### src/rtl/fault_supervisor_defines.svh
// Offsets, reset values, field positions and timing counts of the supervisor.
`ifndef FAULT_SUPERVISOR_DEFINES_SVH
`define FAULT_SUPERVISOR_DEFINES_SVH

`define PAGE_COUNT          2
`define CMD_CLEAR_FAULTS    8'h03
`define CMD_UV_THRESHOLD    8'h44
`define CMD_UV_REACTION     8'h45
`define CMD_OC_THRESHOLD    8'h46
`define UV_REACTION_RESET   8'h80
`define OC_THRESHOLD_RESET  16'hDA80
`define UV_THRESHOLD_SCALE  -13
`define UV_STRAP_FACTOR     16'h0D9A
`define UV_STRAP_SHIFT      12
`define REACT_MODE_HI       7
`define REACT_MODE_LO       6
`define REACT_RETRY_HI      5
`define REACT_RETRY_LO      3
`define REACT_MODE_DISABLE  2'b10
`define REACT_RETRY_NONE    3'b000
`define REACT_RETRY_ALWAYS  3'b111
`define LIN_EXP_HI          15
`define LIN_EXP_LO          11
`define LIN_MANT_HI         10
`define LIN_MANT_LO         0
`define AMP_FRAC_BITS       4
`define CLK_FREQ_KHZ        125000
`define UV_RETRY_UNIT_MS    70

`endif

### src/rtl/fault_supervisor_pkg.sv
// Types shared by the fault supervisor and its surroundings.
package fault_supervisor_pkg;

  typedef struct packed {
    logic        valid;
    logic        write;
    logic        page;
    logic [7:0]  code;
    logic [15:0] data;
  } cmd_req_t;

  typedef struct packed {
    logic powerGood;
    logic ramping;
    logic enabledCmd;
    logic biasOk;
    logic otherShutdown;
  } page_state_t;

  typedef struct packed {
    logic               cycleStart;
    logic               strobe;
    logic signed [23:0] amps;
  } current_sample_t;

  typedef enum logic [1:0] {
    OUT_RUN        = 2'b00,
    OUT_LATCHED    = 2'b01,
    OUT_RETRY_WAIT = 2'b10
  } out_state_t;

endpackage : fault_supervisor_pkg

### src/rtl/vout_uv_iout_oc_fault_supervisor.sv
// Output undervoltage and peak overcurrent supervisor for the output pages.
`timescale 1ns/1ps
`include "fault_supervisor_defines.svh"
module vout_uv_iout_oc_fault_supervisor #(
  parameter int unsigned RETRY_CYCLES =
    `UV_RETRY_UNIT_MS * `CLK_FREQ_KHZ
) (
  input  wire logic                     clk_sys,
  input  wire logic                     rst,
  input  wire fault_supervisor_pkg::cmd_req_t cmd,
  input  wire logic                     writeProtect,
  input  wire logic [15:0]              voutTargetStrap,
  input  wire fault_supervisor_pkg::page_state_t
                                        pageState [`PAGE_COUNT],
  input  wire logic [15:0]              voutSample [`PAGE_COUNT],
  input  wire fault_supervisor_pkg::current_sample_t
                                        ioutSample [`PAGE_COUNT],
  input  wire logic [7:0]               blankCycles,
  input  wire logic [3:0]               consecSamples,
  input  wire logic [`PAGE_COUNT-1:0]   avgOcDetect,
  output logic                          cmdAck,
  output logic                          cmdNack,
  output logic [15:0]                   rdData,
  output logic                          faultAlertLineN,
  output logic [`PAGE_COUNT-1:0]        statusUvFault,
  output logic [`PAGE_COUNT-1:0]        statusOcFault,
  output logic [`PAGE_COUNT-1:0]        ocFaultEvent,
  output logic [`PAGE_COUNT-1:0]        outputDisable
);
  import fault_supervisor_pkg::*;

  localparam int PAGES = `PAGE_COUNT;

  ////////////////////////////////////////////////////////////////////////////
  // Register storage, one set per page.

  logic [15:0]  uvThreshold [PAGES];
  logic [7:0]   uvReaction  [PAGES];
  logic [15:0]  ocThreshold [PAGES];
  logic         strapPending;
  logic [31:0]  strapProduct;
  logic [15:0]  strapThreshold;
  logic         clearFaults;
  logic         cmdMapped;

  // The strap is caught one cycle after reset release, never inside reset.
  // A write in that first cycle is acknowledged but lost under the strap
  // load, so the host waits one more cycle before its first command.
  assign strapProduct   = voutTargetStrap * `UV_STRAP_FACTOR;
  assign strapThreshold = strapProduct[`UV_STRAP_SHIFT +: 16];

  assign clearFaults = cmd.valid && cmd.write &&
                       (cmd.code == `CMD_CLEAR_FAULTS);
  assign cmdMapped   = (cmd.code == `CMD_UV_THRESHOLD) ||
                       (cmd.code == `CMD_UV_REACTION)  ||
                       (cmd.code == `CMD_OC_THRESHOLD);

  always_ff @(posedge clk_sys) begin
    if (rst) begin
      strapPending <= 1'b1;
    end else begin
      strapPending <= 1'b0;
    end
  end

  always_ff @(posedge clk_sys) begin
    if (rst) begin
      for (int p = 0; p < PAGES; p++) begin
        uvThreshold[p] <= 16'h0000;
        uvReaction[p]  <= `UV_REACTION_RESET;
        ocThreshold[p] <= `OC_THRESHOLD_RESET;
      end
    end else if (strapPending) begin
      for (int p = 0; p < PAGES; p++) begin
        uvThreshold[p] <= strapThreshold;
      end
    end else if (cmd.valid && cmd.write && !writeProtect) begin
      // Writes are taken whole; a protected write changes no register.
      case (cmd.code)
        `CMD_UV_THRESHOLD: begin
          uvThreshold[cmd.page] <= cmd.data;
        end
        `CMD_UV_REACTION: begin
          uvReaction[cmd.page] <= cmd.data[7:0];
        end
        `CMD_OC_THRESHOLD: begin
          ocThreshold[cmd.page] <= cmd.data;
        end
        default: begin
        end
      endcase
    end
  end

  // Each request gets exactly one reply one cycle later; rdData loads with
  // the reply of a read and then holds until the next read.
  always_ff @(posedge clk_sys) begin
    if (rst) begin
      cmdAck  <= 1'b0;
      cmdNack <= 1'b0;
      rdData  <= 16'h0000;
    end else begin
      cmdAck  <= 1'b0;
      cmdNack <= 1'b0;
      if (cmd.valid) begin
        if (clearFaults) begin
          cmdAck <= 1'b1;
        end else if (!cmdMapped) begin
          cmdNack <= 1'b1;
        end else if (cmd.write && writeProtect) begin
          cmdNack <= 1'b1;
        end else begin
          cmdAck <= 1'b1;
        end
        if (!cmd.write) begin
          case (cmd.code)
            `CMD_UV_THRESHOLD: rdData <= uvThreshold[cmd.page];
            `CMD_UV_REACTION:  rdData <= {8'h00, uvReaction[cmd.page]};
            `CMD_OC_THRESHOLD: rdData <= ocThreshold[cmd.page];
            default:           rdData <= 16'h0000;
          endcase
        end
      end
    end
  end

  ////////////////////////////////////////////////////////////////////////////
  // Undervoltage detection and reaction.

  logic [PAGES-1:0] uvDetect;
  logic [PAGES-1:0] commandedOff;
  out_state_t       outState   [PAGES];
  // Wide enough for a whole 70 ms retry unit at the core clock.
  logic [23:0]      retryCount [PAGES];

  always_comb begin
    for (int p = 0; p < PAGES; p++) begin
      // The threshold word is compared raw: both sides use 2^-13 volts.
      uvDetect[p] = pageState[p].powerGood &&
                    !pageState[p].ramping &&
                    pageState[p].enabledCmd &&
                    !outputDisable[p] &&
                    (voutSample[p] < uvThreshold[p]);
      commandedOff[p] = !pageState[p].enabledCmd ||
                        !pageState[p].biasOk ||
                        pageState[p].otherShutdown;
    end
  end

  always_ff @(posedge clk_sys) begin
    if (rst) begin
      statusUvFault <= '0;
    end else begin
      for (int p = 0; p < PAGES; p++) begin
        // A new fault in the clearing cycle keeps the bit set.
        if (uvDetect[p]) begin
          statusUvFault[p] <= 1'b1;
        end else if (clearFaults) begin
          statusUvFault[p] <= 1'b0;
        end
      end
    end
  end

  always_ff @(posedge clk_sys) begin
    if (rst) begin
      for (int p = 0; p < PAGES; p++) begin
        outState[p]   <= OUT_RUN;
        retryCount[p] <= 24'h00_0000;
      end
      outputDisable <= '0;
    end else begin
      for (int p = 0; p < PAGES; p++) begin
        case (outState[p])
          OUT_RUN: begin
            outputDisable[p] <= 1'b0;
            // Unused reaction codes only flag the fault and raise alert.
            if (uvDetect[p] &&
                (uvReaction[p][`REACT_MODE_HI:`REACT_MODE_LO] ==
                 `REACT_MODE_DISABLE)) begin
              outputDisable[p] <= 1'b1;
              if (uvReaction[p][`REACT_RETRY_HI:`REACT_RETRY_LO] ==
                  `REACT_RETRY_ALWAYS) begin
                outState[p]   <= OUT_RETRY_WAIT;
                retryCount[p] <= 24'(RETRY_CYCLES - 1);
              end else begin
                outState[p] <= OUT_LATCHED;
              end
            end
          end
          OUT_LATCHED: begin
            outputDisable[p] <= 1'b1;
            if (clearFaults) begin
              outState[p] <= OUT_RUN;
            end
          end
          OUT_RETRY_WAIT: begin
            outputDisable[p] <= 1'b1;
            // A stop request ends retrying and holds the output off.
            if (commandedOff[p]) begin
              outState[p] <= OUT_LATCHED;
            end else if (retryCount[p] == 24'h00_0000) begin
              outState[p] <= OUT_RUN;
            end else begin
              retryCount[p] <= retryCount[p] - 24'h00_0001;
            end
          end
          default: begin
            outState[p] <= OUT_RUN;
          end
        endcase
      end
    end
  end

  ////////////////////////////////////////////////////////////////////////////
  // Peak overcurrent detection on blanked, debounced samples.

  // The limit keeps 32 bits so the largest exponent cannot overflow it.
  logic signed [31:0] ocLimitAmps [PAGES];
  logic [7:0]         blankCount  [PAGES];
  logic [3:0]         runCount    [PAGES];
  logic [PAGES-1:0]   sampleTaken;
  logic [PAGES-1:0]   sampleOver;
  logic [PAGES-1:0]   peakTrip;
  logic [3:0]         runNeeded;

  // A run length of zero is read as one sample.
  assign runNeeded = (consecSamples == 4'h0) ? 4'h1 : consecSamples;

  always_comb begin
    for (int p = 0; p < PAGES; p++) begin
      logic signed [5:0]  shift;
      logic signed [31:0] mant;
      shift = 6'($signed(ocThreshold[p][`LIN_EXP_HI:`LIN_EXP_LO])) +
              $signed(6'(`AMP_FRAC_BITS));
      mant  = 32'($signed(
                ocThreshold[p][`LIN_MANT_HI:`LIN_MANT_LO]));
      // Limit scaled to sixteenths of an ampere, like the samples.
      if (shift >= 0) begin
        ocLimitAmps[p] = mant <<< shift;
      end else begin
        ocLimitAmps[p] = mant >>> (-shift);
      end
      sampleTaken[p] = ioutSample[p].strobe &&
                       (blankCount[p] >= blankCycles);
      // The compare is strict: a sample equal to the limit starts no run.
      sampleOver[p]  = 32'(ioutSample[p].amps) > ocLimitAmps[p];
      peakTrip[p]    = sampleTaken[p] && sampleOver[p] &&
                       ((runCount[p] + 4'h1) >= runNeeded);
    end
  end

  always_ff @(posedge clk_sys) begin
    if (rst) begin
      for (int p = 0; p < PAGES; p++) begin
        blankCount[p] <= 8'h00;
      end
    end else begin
      for (int p = 0; p < PAGES; p++) begin
        // The count restarts with each switching cycle and then saturates.
        if (ioutSample[p].cycleStart) begin
          blankCount[p] <= 8'h00;
        end else if (blankCount[p] != 8'hFF) begin
          blankCount[p] <= blankCount[p] + 8'h01;
        end
      end
    end
  end

  always_ff @(posedge clk_sys) begin
    if (rst) begin
      for (int p = 0; p < PAGES; p++) begin
        runCount[p] <= 4'h0;
      end
    end else begin
      for (int p = 0; p < PAGES; p++) begin
        // A run ends on the first accepted sample at or below the limit.
        if (sampleTaken[p]) begin
          if (!sampleOver[p] || peakTrip[p]) begin
            runCount[p] <= 4'h0;
          end else begin
            runCount[p] <= runCount[p] + 4'h1;
          end
        end
      end
    end
  end

  always_ff @(posedge clk_sys) begin
    if (rst) begin
      statusOcFault <= '0;
      ocFaultEvent  <= '0;
    end else begin
      for (int p = 0; p < PAGES; p++) begin
        ocFaultEvent[p] <= peakTrip[p] || avgOcDetect[p];
        // A new fault in the clearing cycle keeps the bit set.
        if (peakTrip[p] || avgOcDetect[p]) begin
          statusOcFault[p] <= 1'b1;
        end else if (clearFaults) begin
          statusOcFault[p] <= 1'b0;
        end
      end
    end
  end

  ////////////////////////////////////////////////////////////////////////////
  // Alert line follows the sticky status bits of every page.
  // The raw detectors feed it too, so alert falls in the same cycle as the
  // status bit that the fault sets.

  always_ff @(posedge clk_sys) begin
    if (rst) begin
      faultAlertLineN <= 1'b1;
    end else begin
      faultAlertLineN <= !((|statusUvFault) || (|statusOcFault) ||
                           (|uvDetect) || (|peakTrip) ||
                           (|avgOcDetect));
    end
  end

endmodule : vout_uv_iout_oc_fault_supervisor

### config.mk
export PLATFORM = sky130hd
export DESIGN_NAME = vout_uv_iout_oc_fault_supervisor
export DESIGN_NICKNAME = d
export VERILOG_FILES = /design/src/rtl/fault_supervisor_pkg.sv /design/src/rtl/vout_uv_iout_oc_fault_supervisor.sv
export VERILOG_INCLUDE_DIRS = /design/src /design/src/rtl
export SDC_FILE = /design/constraint.sdc
export NUM_CORES = 1
export LEC_CHECK = 0
export ABC_AREA = 1
export BUFFER_PORTS_ARGS = -buffer_cell sky130_fd_sc_hd__buf_2
export CORE_MARGIN = 2
export CORE_UTILIZATION = 40
export CTS_BUF_LIST = sky130_fd_sc_hd__clkbuf_8
export CTS_CLUSTER_DIAMETER = 100
export CTS_CLUSTER_SIZE = 16
export DETAILED_ROUTE_END_ITERATION = 10
export PLACE_DENSITY = 0.64
export SLEW_MARGIN = 20
export SYNTH_ARGS = -nofsm -noshare
export SYNTH_HDL_FRONTEND = slang
export SYNTH_SLANG_ARGS = --single-unit
### constraint.sdc
create_clock -name clk_sys -period 4.2 [get_ports clk_sys]
set_input_delay 0.21 -clock clk_sys [delete_from_list [all_inputs] [get_ports clk_sys]]
set_output_delay 0.21 -clock clk_sys [all_outputs]
set_load 0.02 [all_outputs]
# == Yosys cells after proc, flatten, opt, wreduce, memory -nomap -nowiden ==
# Memories as Yosys holds them, arrays and structs flattened.
# Cells that the tools add are included.
# totals
register_bits,28
latchBits,0
ramBits,156
rom_bits,0
out_inout_bits,27
elab_cells,322
n_memories,7
# memory_table
memory,words,word_bits,read_ports,rd_clocked_by_memory_dff,write_ports,line_no,source
retryCount,2,24,2,0,2,vout_uv_iout_oc_fault_supervisor.sv:134,logic [23:0] retryCount [PAGES];
ocThreshold,2,16,3,0,2,vout_uv_iout_oc_fault_supervisor.sv:39,logic [15:0] ocThreshold [PAGES];
uvThreshold,2,16,3,0,2,vout_uv_iout_oc_fault_supervisor.sv:37,logic [15:0] uvThreshold [PAGES];
blankCount,2,8,2,0,2,vout_uv_iout_oc_fault_supervisor.sv:221,logic [7:0] blankCount [PAGES];
uvReaction,2,8,3,0,2,vout_uv_iout_oc_fault_supervisor.sv:38,logic [7:0] uvReaction [PAGES];
runCount,2,4,2,0,2,vout_uv_iout_oc_fault_supervisor.sv:222,logic [3:0] runCount [PAGES];
+1 memories,--,--,--,--,--,--,
# classes
add_sub_neg,10
multipliers,1
div,0
n_lt_le_gt_ge,10
eq_ne,14
n_shift,4
muxes,164
n_bitwise,28
reduce_logical,72
# op_table
cell,n
$mux W1,129
$mux W24,4
$gt A24 B32 Y1,2
$mux W16,4
$mux W32,2
$sshl A11 B6 Y32,2
$sshr A11 B6 Y32,2
$logic_not A24 Y1,2
$pmux W16 S3,1
$sub A24 B1 Y24 const B,2
$mux W8,5
$lt A16 B16 Y1,2
$reduce_or A16 Y1,2
$mul A16 B11 Y27 const B,1
$or A1 B1 Y1,26
$eq A8 B7 Y1 const B,3
$mux W2,12
$logic_and A1 B1 Y1,20
$mux W4,5
$add A8 B1 Y8 const B,2
$ge A8 B8 Y1,2
$ne A8 B8 Y1 const B,2
$reduce_or A2 Y1,8
$logic_or A1 B1 Y1,14
18 further kinds,49

# == Logic depth before layout (Yosys ltp) ==
# depth
word_depth,16
ltp_mapped,31

# == Worst setup path after synthesis ==
# No wires, ideal clock.
# synth_path
kind,input port to flip-flop
start,input port voutTargetStrap[5]
end,memory uvThreshold[0][11] (data pin)
setup_time_ns,0.255
t_arrival_ns,4.116
required_ns,3.945
path_slack_ns,-0.171
path_stages,18
path_buffers,0
path_cell_list,ha_1 fa_1 inv_1 fa_1 fa_1 inv_1 fa_1 ha_1 nand2_1 nor3_1 nand2_1 nand3_1 nand2_1 nand2_1 a21boi_0 or2_2 nand3_1 nand2_1
# synth_rtl
element,line_no,source
start: declaration,vout_uv_iout_oc_fault_supervisor.sv:12,"input wire logic [15:0] voutTargetStrap,"
end: declaration,vout_uv_iout_oc_fault_supervisor.sv:37,

==> results.py <==
metrics = {
    "layout": {
        "utilization_pct": 46.6,
        "area.sequential_sq_um": 5240,
        "nNetsFinal": 3232,
        "multi_input_area_sq_um": 12000,
        "final_cell_mix": "598 x nand2_1, 386 x inv_1, 281 x nor2_1",
        "drive_above_1_share_pct": 15.1,
        "fill_cells": 4704,
        "final_area_sq_um": 21600,
        "area_delta_synth_final_pct": 15.3,
        "final_common_cell": "nand2_1",
        "instances_no_fill": 3419,
    },
    "clock_network": {
        "clkTransAtPathRegs_ns": 0.10,
        "root_buffer": "clkbuf_8",
        "cts_num_sinks": 184,
        "cts_tree": "yes",
        "htree_levels": 4,
        "cts_buffers": 17,
        "cts_buffer_depth": 2,
        "clk_latency_ns": 0.50,
    },
    "pwr": {
        "vdd_drop_max_mv": 0.361,
        "leakage_nw": 10.6,
        "power.density_nw_per_um2": 411,
    },
    "critical_path": {
        "worst_path_largest_cell_delay_ns": 0.58,
        "reg2reg_slack_ns": 0.39,
        "critPathLaunchType": "primary input",
        "arrival_ns": 4.28,
        "slowest_stage": "fa_1",
        "cp_num_buf_inv": 3,
        "reg2reg_to": "runCount[0][3]",
        "path_cells": "buf_2, ha_1, inv_1, fa_1, fa_1, fa_1, inv_1, fa_1, ha_4, nand2_2, nor3_2, nand2_1, nand3_2, nand2_2, nand2_4, a21boi_0, or2_2, nand3_1, nand2_1",
        "cp_max_fo": 4,
        "crit_family": "adder cells",
        "crit_top_cell": "fa_1",
        "end_kind": "flop",
        "rr_startpoint": "ocThreshold[0][13]",
        "worst_ep_required_time_ns": 4.46,
        "r2r_cells": 18,
        "crit_type": "in2reg",
    },
    "routing": {
        "wl_mm": 55.0,
        "vias_per_cell": 5.17,
        "drt_iter0_drc": 1186,
        "vias": 17679,
        "antenna_left": 0,
        "wl_per_cell_microns": 16.1,
        "drcViolationCount": 0,
        "firstDrtPassIters": 7,
    },
    "die": {
        "die_w_microns": 221,
        "ios": 181,
        "die_height_microns": 221,
        "initial_core_util_pct": 40.4,
        "num_rows": 79,
        "dieArea_sq_um": 48600,
        "core_sq_um": 46500,
    },
    "grt": {
        "grt_pass1_wl_mm": 86.8,
        "grt_max_degree": 55,
        "overflow": 0,
        "groute.usage.overall_pct": 22.7,
        "antenna_found_initial": 5,
        "first_global_vias": 17130,
    },
    "place": {
        "placed_area_sq_um": 21000,
        "place.gp.congestion": 0.934,
        "place_inst": 3381,
        "dp_hpwl_mm": 45.9,
        "port_buffers": 180,
    },
    "hold_path": {
        "whs_path_depth": 3,
        "min_to": "uvThreshold[1][10]",
        "min_from": "cmd[10]",
        "hold_class": "in2reg",
    },
    "synthesis": {
        "ys_top_cells_by_area": "edfxtp_1 25%, ha_1 15%, nand2_1 12%",
        "synth-edff-count": 155,
        "synth_xor_area_share_pct": 1.79,
        "yosysUniqueCellTypes": 66,
        "synth_top_family_by_area": "simple AND/OR/NAND/NOR gates",
        "syn-num-nets": 2979,
        "syn-instance-count": 2544,
        "synth_area_sq_um": 18800,
        "synth_warnings": 0,
        "synth-seq-cells": 184,
        "syn_avg_cell_area_sq_um": 7.37,
        "ys.flop_type": "edfxtp_1",
        "yosysTopAreaCellShare_pct": 24.8,
        "synthAdderAreaFrac_pct": 21.1,
        "async_flop_share_pct": 0,
        "ys_seq_area_share_pct": 27.9,
        "synth_top_area_cell": "edfxtp_1",
        "synth-simple-area-share_pct": 24.7,
        "synth_mux_area_share_pct": 0.427,
        "synth-compound-area-share_pct": 14.4,
    },
    "sta": {
        "period_share_pct": 95.8,
        "finalCriticalPeriod_ns": 4.02,
        "max_slew.worst_pin.slew_ns": 1.08,
        "fmax_mhz": 249,
        "finClkSkew_ns": 0.0209,
        "hold_violations": 0,
        "setup-violations-final": 0,
        "final_max_slew_viol_count": 0,
        "tns_ns": 0,
        "max_slew_margin_pct": 28.1,
    },
    "flow_run": {
        "cap_violations": 0,
    },
    "run_status": {
        "status": "finished, final reports clean",
    },
}
power by group:
| group | switching, mW | leakage [nW] | internal [mW] | total [mW] |
|---|---|---|---|---|
| clock | 0.698 | 0.197 | 0.483 | 1.18 |
| sequential | 0.0956 | 1.88 | 2.20 | 2.30 |
| combinational | 3.02 | 8.48 | 2.39 | 5.41 |
| total | 3.81 | 10.6 | 5.08 | 8.89 |
stage by stage:
| step | power [mW] | worst slack (ns) | hold slack [ns] |
|---|---|---|---|
| floorplan | 5.44 | 0.00494 | 0.238 |
| global placement | 7.20 | -0.376 | 0.455 |
| detailed placement | 7.33 | -0.452 | 0.458 |
| CTS | 8.54 | 0.108 | 0.0572 |
| global route | 9.63 | -0.0276 | 0.0890 |
| finish | 8.89 | 0.178 | 0.0965 |
worst register-to-register path, delay by kind of cell, from the launching register on:
kind                     cells  cell delay (ns)
AND/OR/NAND/NOR             11             1.49
buffers and inverters        1             0.08
flip-flops                   1             0.50
adder cells (fa/ha/maj)      2             0.70
AO/OA/AOI/OAI                4             0.81
Yosys cell counts, types with 13 or more instances:
cell and count:
o21ai_1 28, dfxtp_1 29, buf_2 18, clkbuf_1 25, a21boi_0 18, edfxtp_1 155
xor2_1 23, fa_1 60, o211ai_1 14, nor3_1 34, nand4_1 25, inv_1 387
o21ai_0 189, nand2_1 605, nor2_1 284, a21oi_1 157, nand3_1 87, ha_1 221
inv_2 13
kinds of logic (layout without fill, tap and decap cells):
family          count (synthesis)  count (layout)
mux                             8               8
compound gates                479             479
xor+xnor                       35              35
other cells                     0               2
simple gates                 1094            1094
fa+ha+maj                     281             281
flops                         184             184
buf+inv                       463             729
how the worst max path moves through the flow:
stage | cells after the start | startpoint | end | slack (ns)
floorplan | 18 | voutTargetStrap[9] | uvThreshold[0][11] | 0.005
global placement | 19 | voutTargetStrap[7] | uvThreshold[0][11] | -0.38
detailed placement | 19 | voutTargetStrap[7] | uvThreshold[1][11] | -0.45
CTS | 19 | voutTargetStrap[7] | uvThreshold[1][11] | 0.11
global route | 21 | voutTargetStrap[8] | uvThreshold[0][15] | -0.03
finish | 19 | voutTargetStrap[9] | uvThreshold[1][11] | 0.18
state kept, by name, indices dropped and copies added (netlist names), 4 cells and up:
signal,cells
blankCount,16
ocThreshold,32
outState,4
rdData,16
retryCount,48
runCount,8
uvReaction,16
uvThreshold,32
layer usage:
layer  GRT usage (%)  wire [microns]
met1            28.8           24100
met3            2.24            2500
met2            40.3           26900
met4            7.51            1460
met5               0              34
repair_timing:
action | in CTS | in global routing
endpoints found under the hold margin | 5 | 0
gates resized for setup | 0 | 29
hold buffers | 3 | 0
setup endpoints to repair | 0 | 28
setup buffers | 0 | 1
area by class of cell:
cell class | instances | area share, %
timing repair buffer | 290 | 8.02
clock inverter | 15 | 0.677
antenna | 2 | 0.0231
tap | 607 | 3.51
inverter | 407 | 7.13
sequential | 184 | 24.2
multi-input combinational | 1897 | 55.4
clock buffer | 17 | 1.08
Note: power is estimated with default switching activity, not from simulation.
